## config.mk

```make
export PLATFORM = sky130hd
export DESIGN_NAME = ast_uart
export DESIGN_NICKNAME = d
export VERILOG_FILES = /design/src/hw/ast_pkg.sv /design/src/hw/ast_uart.sv
export SDC_FILE = /design/constraint.sdc
export NUM_CORES = 1
export LEC_CHECK = 0
export BUFFER_PORTS_ARGS = -buffer_cell sky130_fd_sc_hd__buf_2
export CAP_MARGIN = 10
export CORE_MARGIN = 5
export CORE_UTILIZATION = 66
export CTS_CLUSTER_SIZE = 8
export DETAILED_ROUTE_END_ITERATION = 6
export GPL_ROUTABILITY_DRIVEN = 1
export MAX_ROUTING_LAYER = met4
export PLACE_DENSITY = 0.84
export RECOVER_POWER = 100
export SLEW_MARGIN = 15
export SYNTH_ARGS = -nofsm -noshare
export SYNTH_HDL_FRONTEND = slang
export SYNTH_SLANG_ARGS = --single-unit
```

## constraint.sdc

```tcl
create_clock -name aclk -period 11.45 [get_ports aclk]
set_input_delay 1.7175 -clock aclk [delete_from_list [all_inputs] [get_ports aclk]]
set_output_delay 1.7175 -clock aclk [all_outputs]
set_load 0.01 [all_outputs]
```

## src/hw/ast_pkg.sv

```systemverilog
package ast_pkg;
    // register byte offsets
    localparam logic [7:0] OFF_DATA  = 8'h00;
    localparam logic [7:0] OFF_FLAG  = 8'h04;
    localparam logic [7:0] OFF_IBRD  = 8'h08;
    localparam logic [7:0] OFF_FBRD  = 8'h0c;
    localparam logic [7:0] OFF_LCRH  = 8'h10;
    localparam logic [7:0] OFF_CTRL  = 8'h14;
    localparam logic [7:0] OFF_FLS   = 8'h18;
    localparam logic [7:0] OFF_ILPR  = 8'h1c;
    // flag register bit positions
    localparam int FLAG_BUSY   = 3;
    localparam int FLAG_RXFE   = 4;
    localparam int FLAG_TXFF   = 5;
    localparam int FLAG_RXFF   = 6;
    localparam int FLAG_TXFE   = 7;
    localparam int FLAG_RXLVL  = 8;
    localparam int FLAG_TXLVL  = 9;
    // reset values
    localparam logic [9:0] CTRL_RST  = 10'h300;
    localparam logic [7:0] LCRH_RST  = 8'h00;
    localparam logic [5:0] FLS_RST   = 6'h12;
    localparam logic [7:0] ILPR_RST  = 8'h00;
    // timing counts in oversample ticks
    localparam logic [3:0] OVS_LAST  = 4'hf;
    localparam logic [3:0] OVS_MID   = 4'h7;
    localparam logic [3:0] IR_PULSE  = 4'h3;
    localparam logic [22:0] FRAC_ONE = 23'h000040;
    localparam logic [1:0] RESP_OKAY   = 2'h0;
    localparam logic [1:0] RESP_SLVERR = 2'h2;

    typedef struct packed {
        logic       sps;
        logic [1:0] wlen;
        logic       fifo_enable_bit;
        logic       stp2;
        logic       eps;
        logic       pen;
        logic       brk;
    } ast_lcr_t;

    typedef struct packed {
        logic       rx_enable_bit;
        logic       tx_enable_bit;
        logic [4:0] rsvd;
        logic       ir_low_power;
        logic       infrared_codec;
        logic       port_enable_bit;
    } ast_ctrl_t;

    typedef struct packed {
        logic       oe;
        logic       be;
        logic       pe;
        logic       fe;
        logic [7:0] data;
    } ast_rx_entry_t;

    typedef enum logic [2:0] {
        ST_IDLE  = 3'b000,
        ST_START = 3'b001,
        ST_DATA  = 3'b011,
        ST_PAR   = 3'b010,
        ST_STOP  = 3'b110
    } ast_state_t;
endpackage : ast_pkg

```

## src/hw/ast_uart.sv

```systemverilog
// Overview of operation
// - 22-bit divisor: 16 integer, 6 fraction bits
// - tick at 16x baud, bits every 16
// - 30-bit shadow loads only on line-control write
// - frame: start, data lsb first, parity, stop
// - 5 to 8 data bits both directions
// - even, odd, stick or no parity
// - one or two stop bits
// - 16-deep fifos, rx entries carry status
// - enabled port sends frames until fifo empty
// - busy from non-empty until last stop
// - disable finishes current character first
// - tx and rx enables, both set after reset
// - start accepted only if low at eighth tick
// - data sampled every 16 ticks, parity checked
// - low stop bit flags framing error
// - char stored with overrun, parity, framing, break
// - break generated on output, detected on input
// - fill triggers 1/8 to 7/8, one-deep mode
// - infrared 3/16 pulses, low-power divider 1-256
// - fifos one deep until fifo enable set
//
// The implementer's own choices: the AXI4-Lite interface to the registers and the register offsets.
`timescale 1ns/1ps
`default_nettype none
module ast_uart
    import ast_pkg::*;
#(
    parameter int DEPTH = 16
) (
    // clock and reset
    input  wire logic        aclk,
    input  wire logic        aresetn,
    // axi4-lite write channels
    input  wire logic [7:0]  awaddr,
    input  wire logic        awvalid,
    output logic             awready,
    input  wire logic [31:0] wdata,
    input  wire logic [3:0]  wstrb,
    input  wire logic        wvalid,
    output logic             wready,
    output logic [1:0]       bresp,
    output logic             bvalid,
    input  wire logic        bready,
    // axi4-lite read channels
    input  wire logic [7:0]  araddr,
    input  wire logic        arvalid,
    output logic             arready,
    output logic [31:0]      rdata,
    output logic [1:0]       rresp,
    output logic             rvalid,
    input  wire logic        rready,
    // serial line
    input  wire logic        serial_in,
    output logic             serial_out
);
    localparam int PW = $clog2(DEPTH);
    localparam logic [PW:0] DEPTH_C = (PW+1)'(DEPTH);

    // software-visible state
    logic [15:0]   ibrd_q;
    logic [5:0]    fbrd_q;
    ast_lcr_t      lcr_q;
    ast_ctrl_t     pc_q;
    logic [5:0]    fls_q;
    logic [7:0]    ilpr_q;
    logic [29:0]   shadow_q;
    ast_lcr_t      lc;
    logic [21:0]   divisor;
    assign lc      = ast_lcr_t'(shadow_q[7:0]);
    assign divisor = shadow_q[29:8];

    // bus slave state
    logic          aw_held_q, w_held_q;
    logic [7:0]    aw_addr_q;
    logic [31:0]   w_data_q;
    logic [3:0]    w_strb_q;
    logic          do_wr, do_rd, lcrh_wr, tx_push, rx_pop;
    logic [7:0]    rd_addr;

    function automatic logic [31:0] merge(input logic [31:0] o, input logic [31:0] n, input logic [3:0] s);
        logic [31:0] r;
        r = o;
        for (int i = 0; i < 4; i++) begin
            if (s[i]) r[8*i +: 8] = n[8*i +: 8];
        end
        return r;
    endfunction : merge

    // write takes address and data in either order, one at a time
    assign awready = !aw_held_q && !bvalid;
    assign wready  = !w_held_q && !bvalid;
    assign do_wr   = aw_held_q && w_held_q && !bvalid;
    assign arready = !rvalid;
    assign do_rd   = arvalid && arready;
    assign rd_addr = araddr;
    assign lcrh_wr = do_wr && aw_addr_q == OFF_LCRH;

    always_ff @(posedge aclk) begin
        if (!aresetn) begin
            aw_held_q <= 1'b0;
            w_held_q  <= 1'b0;
            aw_addr_q <= 8'h00;
            w_data_q  <= 32'h0;
            w_strb_q  <= 4'h0;
            bvalid    <= 1'b0;
            bresp     <= RESP_OKAY;
        end else begin
            if (awvalid && awready) begin
                aw_held_q <= 1'b1;
                aw_addr_q <= awaddr;
            end
            if (wvalid && wready) begin
                w_held_q <= 1'b1;
                w_data_q <= wdata;
                w_strb_q <= wstrb;
            end
            if (do_wr) begin
                aw_held_q <= 1'b0;
                w_held_q  <= 1'b0;
                bvalid    <= 1'b1;
                bresp     <= (aw_addr_q[1:0] == 2'h0 && aw_addr_q <= OFF_ILPR) ? RESP_OKAY : RESP_SLVERR;
            end else if (bvalid && bready) begin
                bvalid <= 1'b0;
            end
        end
    end

    // addressed register widened to a bus word, so byte strobes merge into its old value
    logic [31:0] cur_word, new_word;
    always_comb begin
        case (aw_addr_q)
            OFF_IBRD: cur_word = {16'h0, ibrd_q};
            OFF_FBRD: cur_word = {26'h0, fbrd_q};
            OFF_LCRH: cur_word = {24'h0, lcr_q};
            OFF_CTRL: cur_word = {22'h0, pc_q};
            OFF_FLS:  cur_word = {26'h0, fls_q};
            OFF_ILPR: cur_word = {24'h0, ilpr_q};
            default:  cur_word = 32'h0;
        endcase
    end
    assign new_word = merge(cur_word, w_data_q, w_strb_q);

    // config registers; divisor halves only reach the baud logic with a line-control write
    always_ff @(posedge aclk) begin
        if (!aresetn) begin
            ibrd_q   <= 16'h0000;
            fbrd_q   <= 6'h00;
            lcr_q    <= ast_lcr_t'(LCRH_RST);
            pc_q     <= ast_ctrl_t'(CTRL_RST);
            fls_q    <= FLS_RST;
            ilpr_q   <= ILPR_RST;
            shadow_q <= {16'h0000, 6'h00, LCRH_RST};
        end else if (do_wr) begin
            case (aw_addr_q)
                OFF_IBRD: ibrd_q <= new_word[15:0];
                OFF_FBRD: fbrd_q <= new_word[5:0];
                OFF_LCRH: begin
                    lcr_q    <= ast_lcr_t'(new_word[7:0]);
                    shadow_q <= {ibrd_q, fbrd_q, new_word[7:0]};
                end
                OFF_CTRL: pc_q   <= ast_ctrl_t'(new_word[9:0]);
                OFF_FLS:  fls_q  <= new_word[5:0];
                OFF_ILPR: ilpr_q <= new_word[7:0];
                default: ;
            endcase
        end
    end

    // fractional baud generator: adds 64 per clock, ticks when the divisor is reached
    logic [22:0] acc_q, acc_sum;
    logic        tick;
    assign acc_sum = acc_q + FRAC_ONE;
    assign tick    = acc_sum >= {1'b0, divisor};
    always_ff @(posedge aclk) begin
        if (!aresetn || lcrh_wr) begin
            acc_q <= 23'h0;
        end else if (tick) begin
            acc_q <= acc_sum - {1'b0, divisor};
        end else begin
            acc_q <= acc_sum;
        end
    end

    // low-power infrared clock: system clock divided by ilpr+1, i.e. 1 to 256
    logic [7:0] lp_div_q;
    logic       lp_tick;
    assign lp_tick = lp_div_q == ilpr_q;
    always_ff @(posedge aclk) begin
        if (!aresetn || lp_tick) begin
            lp_div_q <= 8'h00;
        end else begin
            lp_div_q <= lp_div_q + 8'h01;
        end
    end

    // fifo storage; without fifo enable the depth collapses to one
    logic [7:0]          tx_mem [DEPTH];
    ast_rx_entry_t       rx_mem [DEPTH];
    logic [PW-1:0]       tx_wp_q, tx_rp_q, rx_wp_q, rx_rp_q;
    logic [PW:0]         tx_cnt_q, rx_cnt_q, cap;
    logic                tx_full, tx_empty, rx_full, rx_empty, tx_pop, rx_push;
    ast_rx_entry_t       rx_entry;
    assign cap      = lc.fifo_enable_bit ? DEPTH_C : (PW+1)'(1);
    assign tx_full  = tx_cnt_q >= cap;
    assign rx_full  = rx_cnt_q >= cap;
    assign tx_empty = tx_cnt_q == '0;
    assign rx_empty = rx_cnt_q == '0;
    assign tx_push  = do_wr && aw_addr_q == OFF_DATA && w_strb_q[0] && !tx_full;
    assign rx_pop   = do_rd && rd_addr == OFF_DATA && !rx_empty;

    always_ff @(posedge aclk) begin
        if (!aresetn) begin
            tx_wp_q  <= '0;
            tx_rp_q  <= '0;
            tx_cnt_q <= '0;
        end else begin
            if (tx_push) begin
                tx_mem[tx_wp_q] <= w_data_q[7:0];
                tx_wp_q         <= tx_wp_q + PW'(1);
            end
            if (tx_pop) tx_rp_q <= tx_rp_q + PW'(1);
            tx_cnt_q <= tx_cnt_q + (PW+1)'(tx_push) - (PW+1)'(tx_pop);
        end
    end

    always_ff @(posedge aclk) begin
        if (!aresetn) begin
            rx_wp_q  <= '0;
            rx_rp_q  <= '0;
            rx_cnt_q <= '0;
        end else begin
            if (rx_push) begin
                rx_mem[rx_wp_q] <= rx_entry;
                rx_wp_q         <= rx_wp_q + PW'(1);
            end
            if (rx_pop) rx_rp_q <= rx_rp_q + PW'(1);
            rx_cnt_q <= rx_cnt_q + (PW+1)'(rx_push) - (PW+1)'(rx_pop);
        end
    end

    // fill-level trigger: 1/8, 1/4, 1/2, 3/4, 7/8 of the active depth
    function automatic logic [PW:0] level(input logic [2:0] sel, input logic [PW:0] c);
        case (sel)
            3'h0:    return c >> 3;
            3'h1:    return c >> 2;
            3'h2:    return c >> 1;
            3'h3:    return c - (c >> 2);
            default: return c - (c >> 3);
        endcase
    endfunction : level
    logic rx_lvl, tx_lvl;
    assign rx_lvl = rx_cnt_q >= level(fls_q[5:3], cap) && !rx_empty;
    assign tx_lvl = tx_cnt_q <= level(fls_q[2:0], cap);

    // parity of the active data bits; stick forces the opposite of the even select
    function automatic logic par_of(input logic [7:0] d, input ast_lcr_t l);
        logic [7:0] m;
        m = d & (8'hff >> (2'h3 - l.wlen));
        if (l.sps) return !l.eps;
        return l.eps ? ^m : ~^m;
    endfunction : par_of

    // transmitter: enable is only looked at between characters
    ast_state_t tx_st_q;
    logic [3:0] tcnt_q;
    logic [2:0] tbit_q;
    logic [7:0] tsh_q;
    logic       tpar_q, tx_bit_end, tx_line;
    logic [1:0] lp_cnt_q;
    assign tx_pop     = tx_st_q == ST_IDLE && pc_q.port_enable_bit && pc_q.tx_enable_bit && !tx_empty;
    assign tx_bit_end = tick && tcnt_q == OVS_LAST;
    always_ff @(posedge aclk) begin
        if (!aresetn) begin
            tx_st_q <= ST_IDLE;
            tcnt_q  <= 4'h0;
            tbit_q  <= 3'h0;
            tsh_q   <= 8'h00;
            tpar_q  <= 1'b0;
        end else begin
            if (tx_st_q != ST_IDLE && tick) tcnt_q <= tcnt_q + 4'h1;
            case (tx_st_q)
                ST_IDLE: if (tx_pop) begin
                    tx_st_q <= ST_START;
                    tsh_q   <= tx_mem[tx_rp_q];
                    tpar_q  <= par_of(tx_mem[tx_rp_q], lc);
                    tcnt_q  <= 4'h0;
                    tbit_q  <= 3'h0;
                end
                ST_START: if (tx_bit_end) tx_st_q <= ST_DATA;
                ST_DATA: if (tx_bit_end) begin
                    tsh_q <= tsh_q >> 1;
                    if (tbit_q == {1'b1, lc.wlen}) begin
                        tx_st_q <= lc.pen ? ST_PAR : ST_STOP;
                        tbit_q  <= 3'h0;
                    end else begin
                        tbit_q <= tbit_q + 3'h1;
                    end
                end
                ST_PAR: if (tx_bit_end) tx_st_q <= ST_STOP;
                ST_STOP: if (tx_bit_end) begin
                    if (lc.stp2 && tbit_q == 3'h0) tbit_q <= 3'h1;
                    else tx_st_q <= ST_IDLE;
                end
                default: tx_st_q <= ST_IDLE;
            endcase
        end
    end

    always_comb begin
        case (tx_st_q)
            ST_START: tx_line = 1'b0;
            ST_DATA:  tx_line = tsh_q[0];
            ST_PAR:   tx_line = tpar_q;
            default:  tx_line = 1'b1;
        endcase
    end

    // low-power pulse counts three divided clocks from each bit start
    always_ff @(posedge aclk) begin
        if (!aresetn || tx_bit_end || tx_pop) begin
            lp_cnt_q <= 2'h0;
        end else if (lp_tick && lp_cnt_q != 2'h3) begin
            lp_cnt_q <= lp_cnt_q + 2'h1;
        end
    end

    // output: break wins, infrared sends a short high pulse for each zero
    logic busy;
    always_ff @(posedge aclk) begin
        if (!aresetn) begin
            serial_out <= 1'b1;
        end else if (lc.brk) begin
            serial_out <= 1'b0;
        end else if (pc_q.infrared_codec) begin
            serial_out <= !tx_line && (pc_q.ir_low_power ? lp_cnt_q != 2'h3 : tcnt_q < IR_PULSE);
        end else begin
            serial_out <= tx_line;
        end
    end
    assign busy = !tx_empty || tx_st_q != ST_IDLE;

    // infrared decode stretches each low pulse to roughly one bit
    logic [3:0] ir_hold_q;
    logic       rx_line;
    always_ff @(posedge aclk) begin
        if (!aresetn) begin
            ir_hold_q <= 4'h0;
        end else if (!serial_in) begin
            ir_hold_q <= OVS_LAST;
        end else if (tick && ir_hold_q != 4'h0) begin
            ir_hold_q <= ir_hold_q - 4'h1;
        end
    end
    assign rx_line = pc_q.infrared_codec ? (serial_in && ir_hold_q == 4'h0) : serial_in;

    // last line level; idle high after reset, and a low stop bit must go high before a new start
    logic rx_prev_q;
    always_ff @(posedge aclk) begin
        if (!aresetn) rx_prev_q <= 1'b1;
        else rx_prev_q <= rx_line;
    end

    // receiver: start checked at mid-bit, then one sample every 16 ticks
    ast_state_t rx_st_q;
    logic [3:0] rcnt_q;
    logic [2:0] rbit_q;
    logic [7:0] rsh_q;
    logic       rpe_q, rpar_q, oe_q, rx_samp, rx_done;
    assign rx_samp = tick && rcnt_q == OVS_LAST;
    assign rx_done = rx_st_q == ST_STOP && rx_samp;
    assign rx_push = rx_done && !rx_full;
    assign rx_entry = '{oe: oe_q, be: rsh_q == 8'h00 && !rpar_q && !rx_line,
                        pe: rpe_q, fe: !rx_line, data: rsh_q};
    always_ff @(posedge aclk) begin
        if (!aresetn) begin
            rx_st_q <= ST_IDLE;
            rcnt_q  <= 4'h0;
            rbit_q  <= 3'h0;
            rsh_q   <= 8'h00;
            rpe_q   <= 1'b0;
            rpar_q  <= 1'b0;
        end else begin
            if (rx_st_q != ST_IDLE && tick) rcnt_q <= rcnt_q + 4'h1;
            case (rx_st_q)
                ST_IDLE: if (pc_q.port_enable_bit && pc_q.rx_enable_bit && rx_prev_q && !rx_line) begin
                    rx_st_q <= ST_START;
                    rcnt_q  <= 4'h0;
                    rbit_q  <= 3'h0;
                    rsh_q   <= 8'h00;
                    rpe_q   <= 1'b0;
                    rpar_q  <= 1'b0;
                end
                ST_START: if (tick && rcnt_q == OVS_MID) begin
                    rcnt_q  <= 4'h0;
                    rx_st_q <= rx_line ? ST_IDLE : ST_DATA;
                end
                ST_DATA: if (rx_samp) begin
                    rsh_q[rbit_q] <= rx_line;
                    if (rbit_q == {1'b1, lc.wlen}) rx_st_q <= lc.pen ? ST_PAR : ST_STOP;
                    else rbit_q <= rbit_q + 3'h1;
                end
                ST_PAR: if (rx_samp) begin
                    rpar_q  <= rx_line;
                    rpe_q   <= rx_line != par_of(rsh_q, lc);
                    rx_st_q <= ST_STOP;
                end
                ST_STOP: if (rx_samp) rx_st_q <= ST_IDLE;
                default: rx_st_q <= ST_IDLE;
            endcase
        end
    end

    // overrun stays pending until it rides on the next stored character
    always_ff @(posedge aclk) begin
        if (!aresetn) begin
            oe_q <= 1'b0;
        end else if (rx_done && rx_full) begin
            oe_q <= 1'b1;
        end else if (rx_push) begin
            oe_q <= 1'b0;
        end
    end

    // read channel; reading the data word pops the receive fifo
    logic [31:0] rd_val;
    logic        rd_ok;
    always_comb begin
        rd_val = 32'h0;
        rd_ok  = 1'b1;
        case (rd_addr)
            OFF_DATA: rd_val = rx_empty ? 32'h0 : {20'h0, rx_mem[rx_rp_q]};
            OFF_FLAG: begin
                rd_val[FLAG_BUSY]  = busy;
                rd_val[FLAG_RXFE]  = rx_empty;
                rd_val[FLAG_TXFF]  = tx_full;
                rd_val[FLAG_RXFF]  = rx_full;
                rd_val[FLAG_TXFE]  = tx_empty;
                rd_val[FLAG_RXLVL] = rx_lvl;
                rd_val[FLAG_TXLVL] = tx_lvl;
            end
            OFF_IBRD: rd_val = {16'h0, ibrd_q};
            OFF_FBRD: rd_val = {26'h0, fbrd_q};
            OFF_LCRH: rd_val = {24'h0, lcr_q};
            OFF_CTRL: rd_val = {22'h0, pc_q};
            OFF_FLS:  rd_val = {26'h0, fls_q};
            OFF_ILPR: rd_val = {24'h0, ilpr_q};
            default:  rd_ok  = 1'b0;
        endcase
    end

    always_ff @(posedge aclk) begin
        if (!aresetn) begin
            rvalid <= 1'b0;
            rdata  <= 32'h0;
            rresp  <= RESP_OKAY;
        end else if (do_rd) begin
            rvalid <= 1'b1;
            rdata  <= rd_val;
            rresp  <= rd_ok ? RESP_OKAY : RESP_SLVERR;
        end else if (rvalid && rready) begin
            rvalid <= 1'b0;
        end
    end
endmodule : ast_uart
`default_nettype wire

```

==> out/metrics.yaml <==
outcome: "finished with violations"
violated_checks: "DRC, capacitance limit, slew limit"
switching_share_pct: 26.5
cts_resized: 0
finalHoldViolCount: 0
vdd_drop_max_mv: 0.201
syn2layout_area_growth_pct: 11.3
cts.clk_slew.worst_paths_ps: 50
fin_tns_setup_ps: 0
power_frac_clock_pct: 42.1
routedWlPerCell_microns: 23.9
hold_buf_cts: 0
first_iter_violations: 2326
power_leakage_uw: 0.00958
rsz_0062_raised_after_global_routing: "no"
internal-power_uw: 3710
ys_async_rst_share_pct: 0
crit_path_start: "aresetn"
routed-via-count: 17500
design.final.nets: 2268
p_switching_uw: 1340
max_cap_viol_count: 10
place.detailed.instances: 2520
yosys_warnings: 0
hold_path_startpoint: "rdata[12]$_SDFFE_PN0P_"
core-area_sq_um: 36700
cts_num_sinks: 557
final_hpwl_from_detailed_placement_mm: 40.6
drc_errors: 18
critical_path_arrival_ps: 8460
seq_power_share_pct: 43.7
endpoint_kind: "flip-flop"
criticalPathCategory: "primary input to flip-flop"
antenna_found_initial: 5
io-pin-count: 102
antenna_left: 0
final_cells: 2649
postLayoutCoreUtil_pct: 74.6
tritoncts.num_buffers: 79
port-buffer-count: 65
synth_area_per_cell_sq_um: 12.0
drt-pass1-iter-count: 7
power.density_cell_area_nw_per_um2: 185
netlist_area_sq_um: 24600
first_global_vias: 17400
critical_path.max_fanout: 70
place.gp.congestion: 0.980
final-setup-viol-count: 0
post_route_cells_drive_above_1_share_pct: 11.4
max_slew.worst_pin.slew_ps: 3140
slew_headroom_pct: -109
pwr-share-comb_pct: 14.2
syn-instance-count: 2053
min_period_over_period_pct: 69.5
routed_wl_mm: 63.4
crit-reg2reg-launch: "acc_q[6]$_SDFF_PP0_"
die_area_sq_um: 41200
post_drt_via_cell_ratio: 6.62
maxClockFrequency_ghz: 0.126
timing.critical_path.from_type: "primary input"
clockRootBuffer: "clkbuf_16"
floorplan.die.width_microns: 203
hp-class: "flip-flop to flip-flop"
cts_buffer_depth: 3
cts_max_level: 3
synth_flop_cell: "edfxtp_1"
dieHeight_microns: 203
wire_length_of_the_first_global_routing_pass_mm: 97.7
num_rows: 70
maximum_number_of_pins_on_one_net_before_global_route_repair: 71
cts_post_setup_buffers_inserted: 0
cp_data_required_time_ps: 11960
grt_remaining_overflow: 0
ys_ff_latch: 557
count_of_flip_flops_with_a_built_in_enable_after_synthesis: 320
clock_insertion_delay_worst_skew_ps: 610
initial_utilization_pct: 67.0
final.setup_skew_ps: 18.1
synthDistinctLibCells: 75
synth.yosys.seq_area_share_pct: 58.4
finalMaxSlewViolations: 314
global_route.usage.total_pct: 31.4
fin_crit_ps: 7950
cts_tree: "yes"
==> stage by stage <==
stage | area (sq um) | power (uW) | setup WS (ps) | hold slack, ps
after global placement | 25300 | 2930 | 6230 | 441
after detailed placement | 25300 | 2950 | 6140 | 440
after CTS | 27500 | 5060 | 6110 | 447
final | 27400 | 5050 | 3500 | 453
after floorplan | 24600 | 2790 | 7160 | 436
after global routing | 27400 | 5240 | 3040 | 466
==> synth_stat cells (all sizes together) (6+ instances only) <==
cell | instances | share of area (%)
buf | 44 | 1.2
o211ai | 15 | 0.48
a22oi | 24 | 0.73
ha | 72 | 3.7
xnor2 | 46 | 1.7
or3 | 11 | 0.28
a22o | 13 | 0.46
nor3 | 28 | 0.57
clkbuf | 72 | 1.1
o21ai | 68 | 1.4
o2111ai | 7 | 0.25
dfxtp | 237 | 19
and2 | 13 | 0.33
nor2b | 11 | 0.28
a211oi | 17 | 0.54
mux2i | 20 | 0.81
nand2 | 270 | 4.1
mux4 | 92 | 8.5
nand2b | 11 | 0.28
and3 | 11 | 0.28
xor2 | 41 | 1.5
a31o | 6 | 0.21
a222oi | 19 | 0.77
nand4 | 9 | 0.23
a311oi | 7 | 0.25
inv | 82 | 1.3
nor2 | 176 | 2.7
a21o | 20 | 0.61
nand3 | 60 | 1.2
a31oi | 21 | 0.53
a21oi | 136 | 2.8
nor4 | 8 | 0.20
nand3b | 6 | 0.18
edfxtp | 320 | 39
==> cell type report <==
type / instances / area, sq um
antenna: 5 / 12.5
clock buffer: 117 / 2140
clock inverter: 7 / 91.3
fill: 2218 / 9330
inverter: 82 / 309
multi-input combinational: 1315 / 9420
sequential: 557 / 14400
tap: 468 / 586
timing repair buffer: 98 / 450
==> layer usage <==
layer	share of wire (%)	routed length [microns]	track usage (%)
met4	5.1	3220	14.7
met2	49	31000	50.7
met5	0	0	-
met3	8.9	5640	6.60
met1	37	23500	38.3
==> cell families (layout without fill, tap and decap cells) <==
kind of cell,count (synthesis),in the layout,share of synthesized area (%)
AND/OR/NAND/NOR,633,633,11.3
flip-flops,557,557,58.4
AO/OA/AOI/OAI,388,388,10.4
buffers and inverters,198,304,3.52
multiplexers,114,114,9.36
XOR/XNOR,87,87,3.19
adder cells (fa/ha/maj),75,75,3.91
other,1,23,0.0153
==> power groups by stage <==
stage	Clock [uW]	Sequential (uW)	Combinational (uW)
floorplan	0	2230	561
global placement	0	2240	687
detailed placement	0	2240	708
CTS	2150	2210	713
global route	2240	2210	782
finish	2130	2210	718
==> registers in the layout, indices dropped and copies added (netlist names), 5 cells and up, named ones only <==
signal / cells
acc_q: 23
aw_addr_q: 8
fbrd_q: 6
fls_q: 6
ibrd_q: 16
ilpr_q: 8
lp_div_q: 8
pc_q: 10
rdata: 16
rsh_q: 8
rx_cnt_q: 5
rx_mem: 192
shadow_q: 29
tsh_q: 8
tx_cnt_q: 5
tx_mem: 128
w_data_q: 16
==> cells in the final DEF (no fill, tap or decap), drive strengths merged, types with 8 or more instances in the layout <==
cell / instances
and3: 11
dfxtp: 237
clkbuf: 167
a22o: 13
o21ai: 68
nor3: 28
a21o: 20
nor2: 176
ha: 72
or3: 11
a31oi: 21
a22oi: 24
nand2b: 11
nor2b: 11
xnor2: 46
o211ai: 15
a21oi: 136
a222oi: 19
and2: 13
nand2: 270
edfxtp: 320
mux2i: 20
nand3: 60
mux4: 92
conb: 18
a211oi: 17
nand4: 9
xor2: 41
nor4: 8
buf: 48
inv: 84
==> worst max-delay path, stage by stage <==
cell	delay [ps]
clkbuf_1	790
clkinvlp_2	2250
clkbuf_1	1590
nor2_1	710
clkbuf_1	1020
nand2_1	170
o21ai_0	120
==> final timing paths <==
| kind | endpoint | slack (ps) | cells after the start |
|---|---|---|---|
| max | shadow_q[18]$_SDFFE_PN0P_ | 3500 | 7 |
| min | rdata[12]$_SDFFE_PN0P_ | 450 | 2 |
| max reg2reg | rx_mem[8][1]$_DFFE_PP_ | 4490 | 13 |
| min reg2reg | rdata[12]$_SDFFE_PN0P_ | 450 | 2 |
Note: power is estimated with default switching activity, not from simulation.
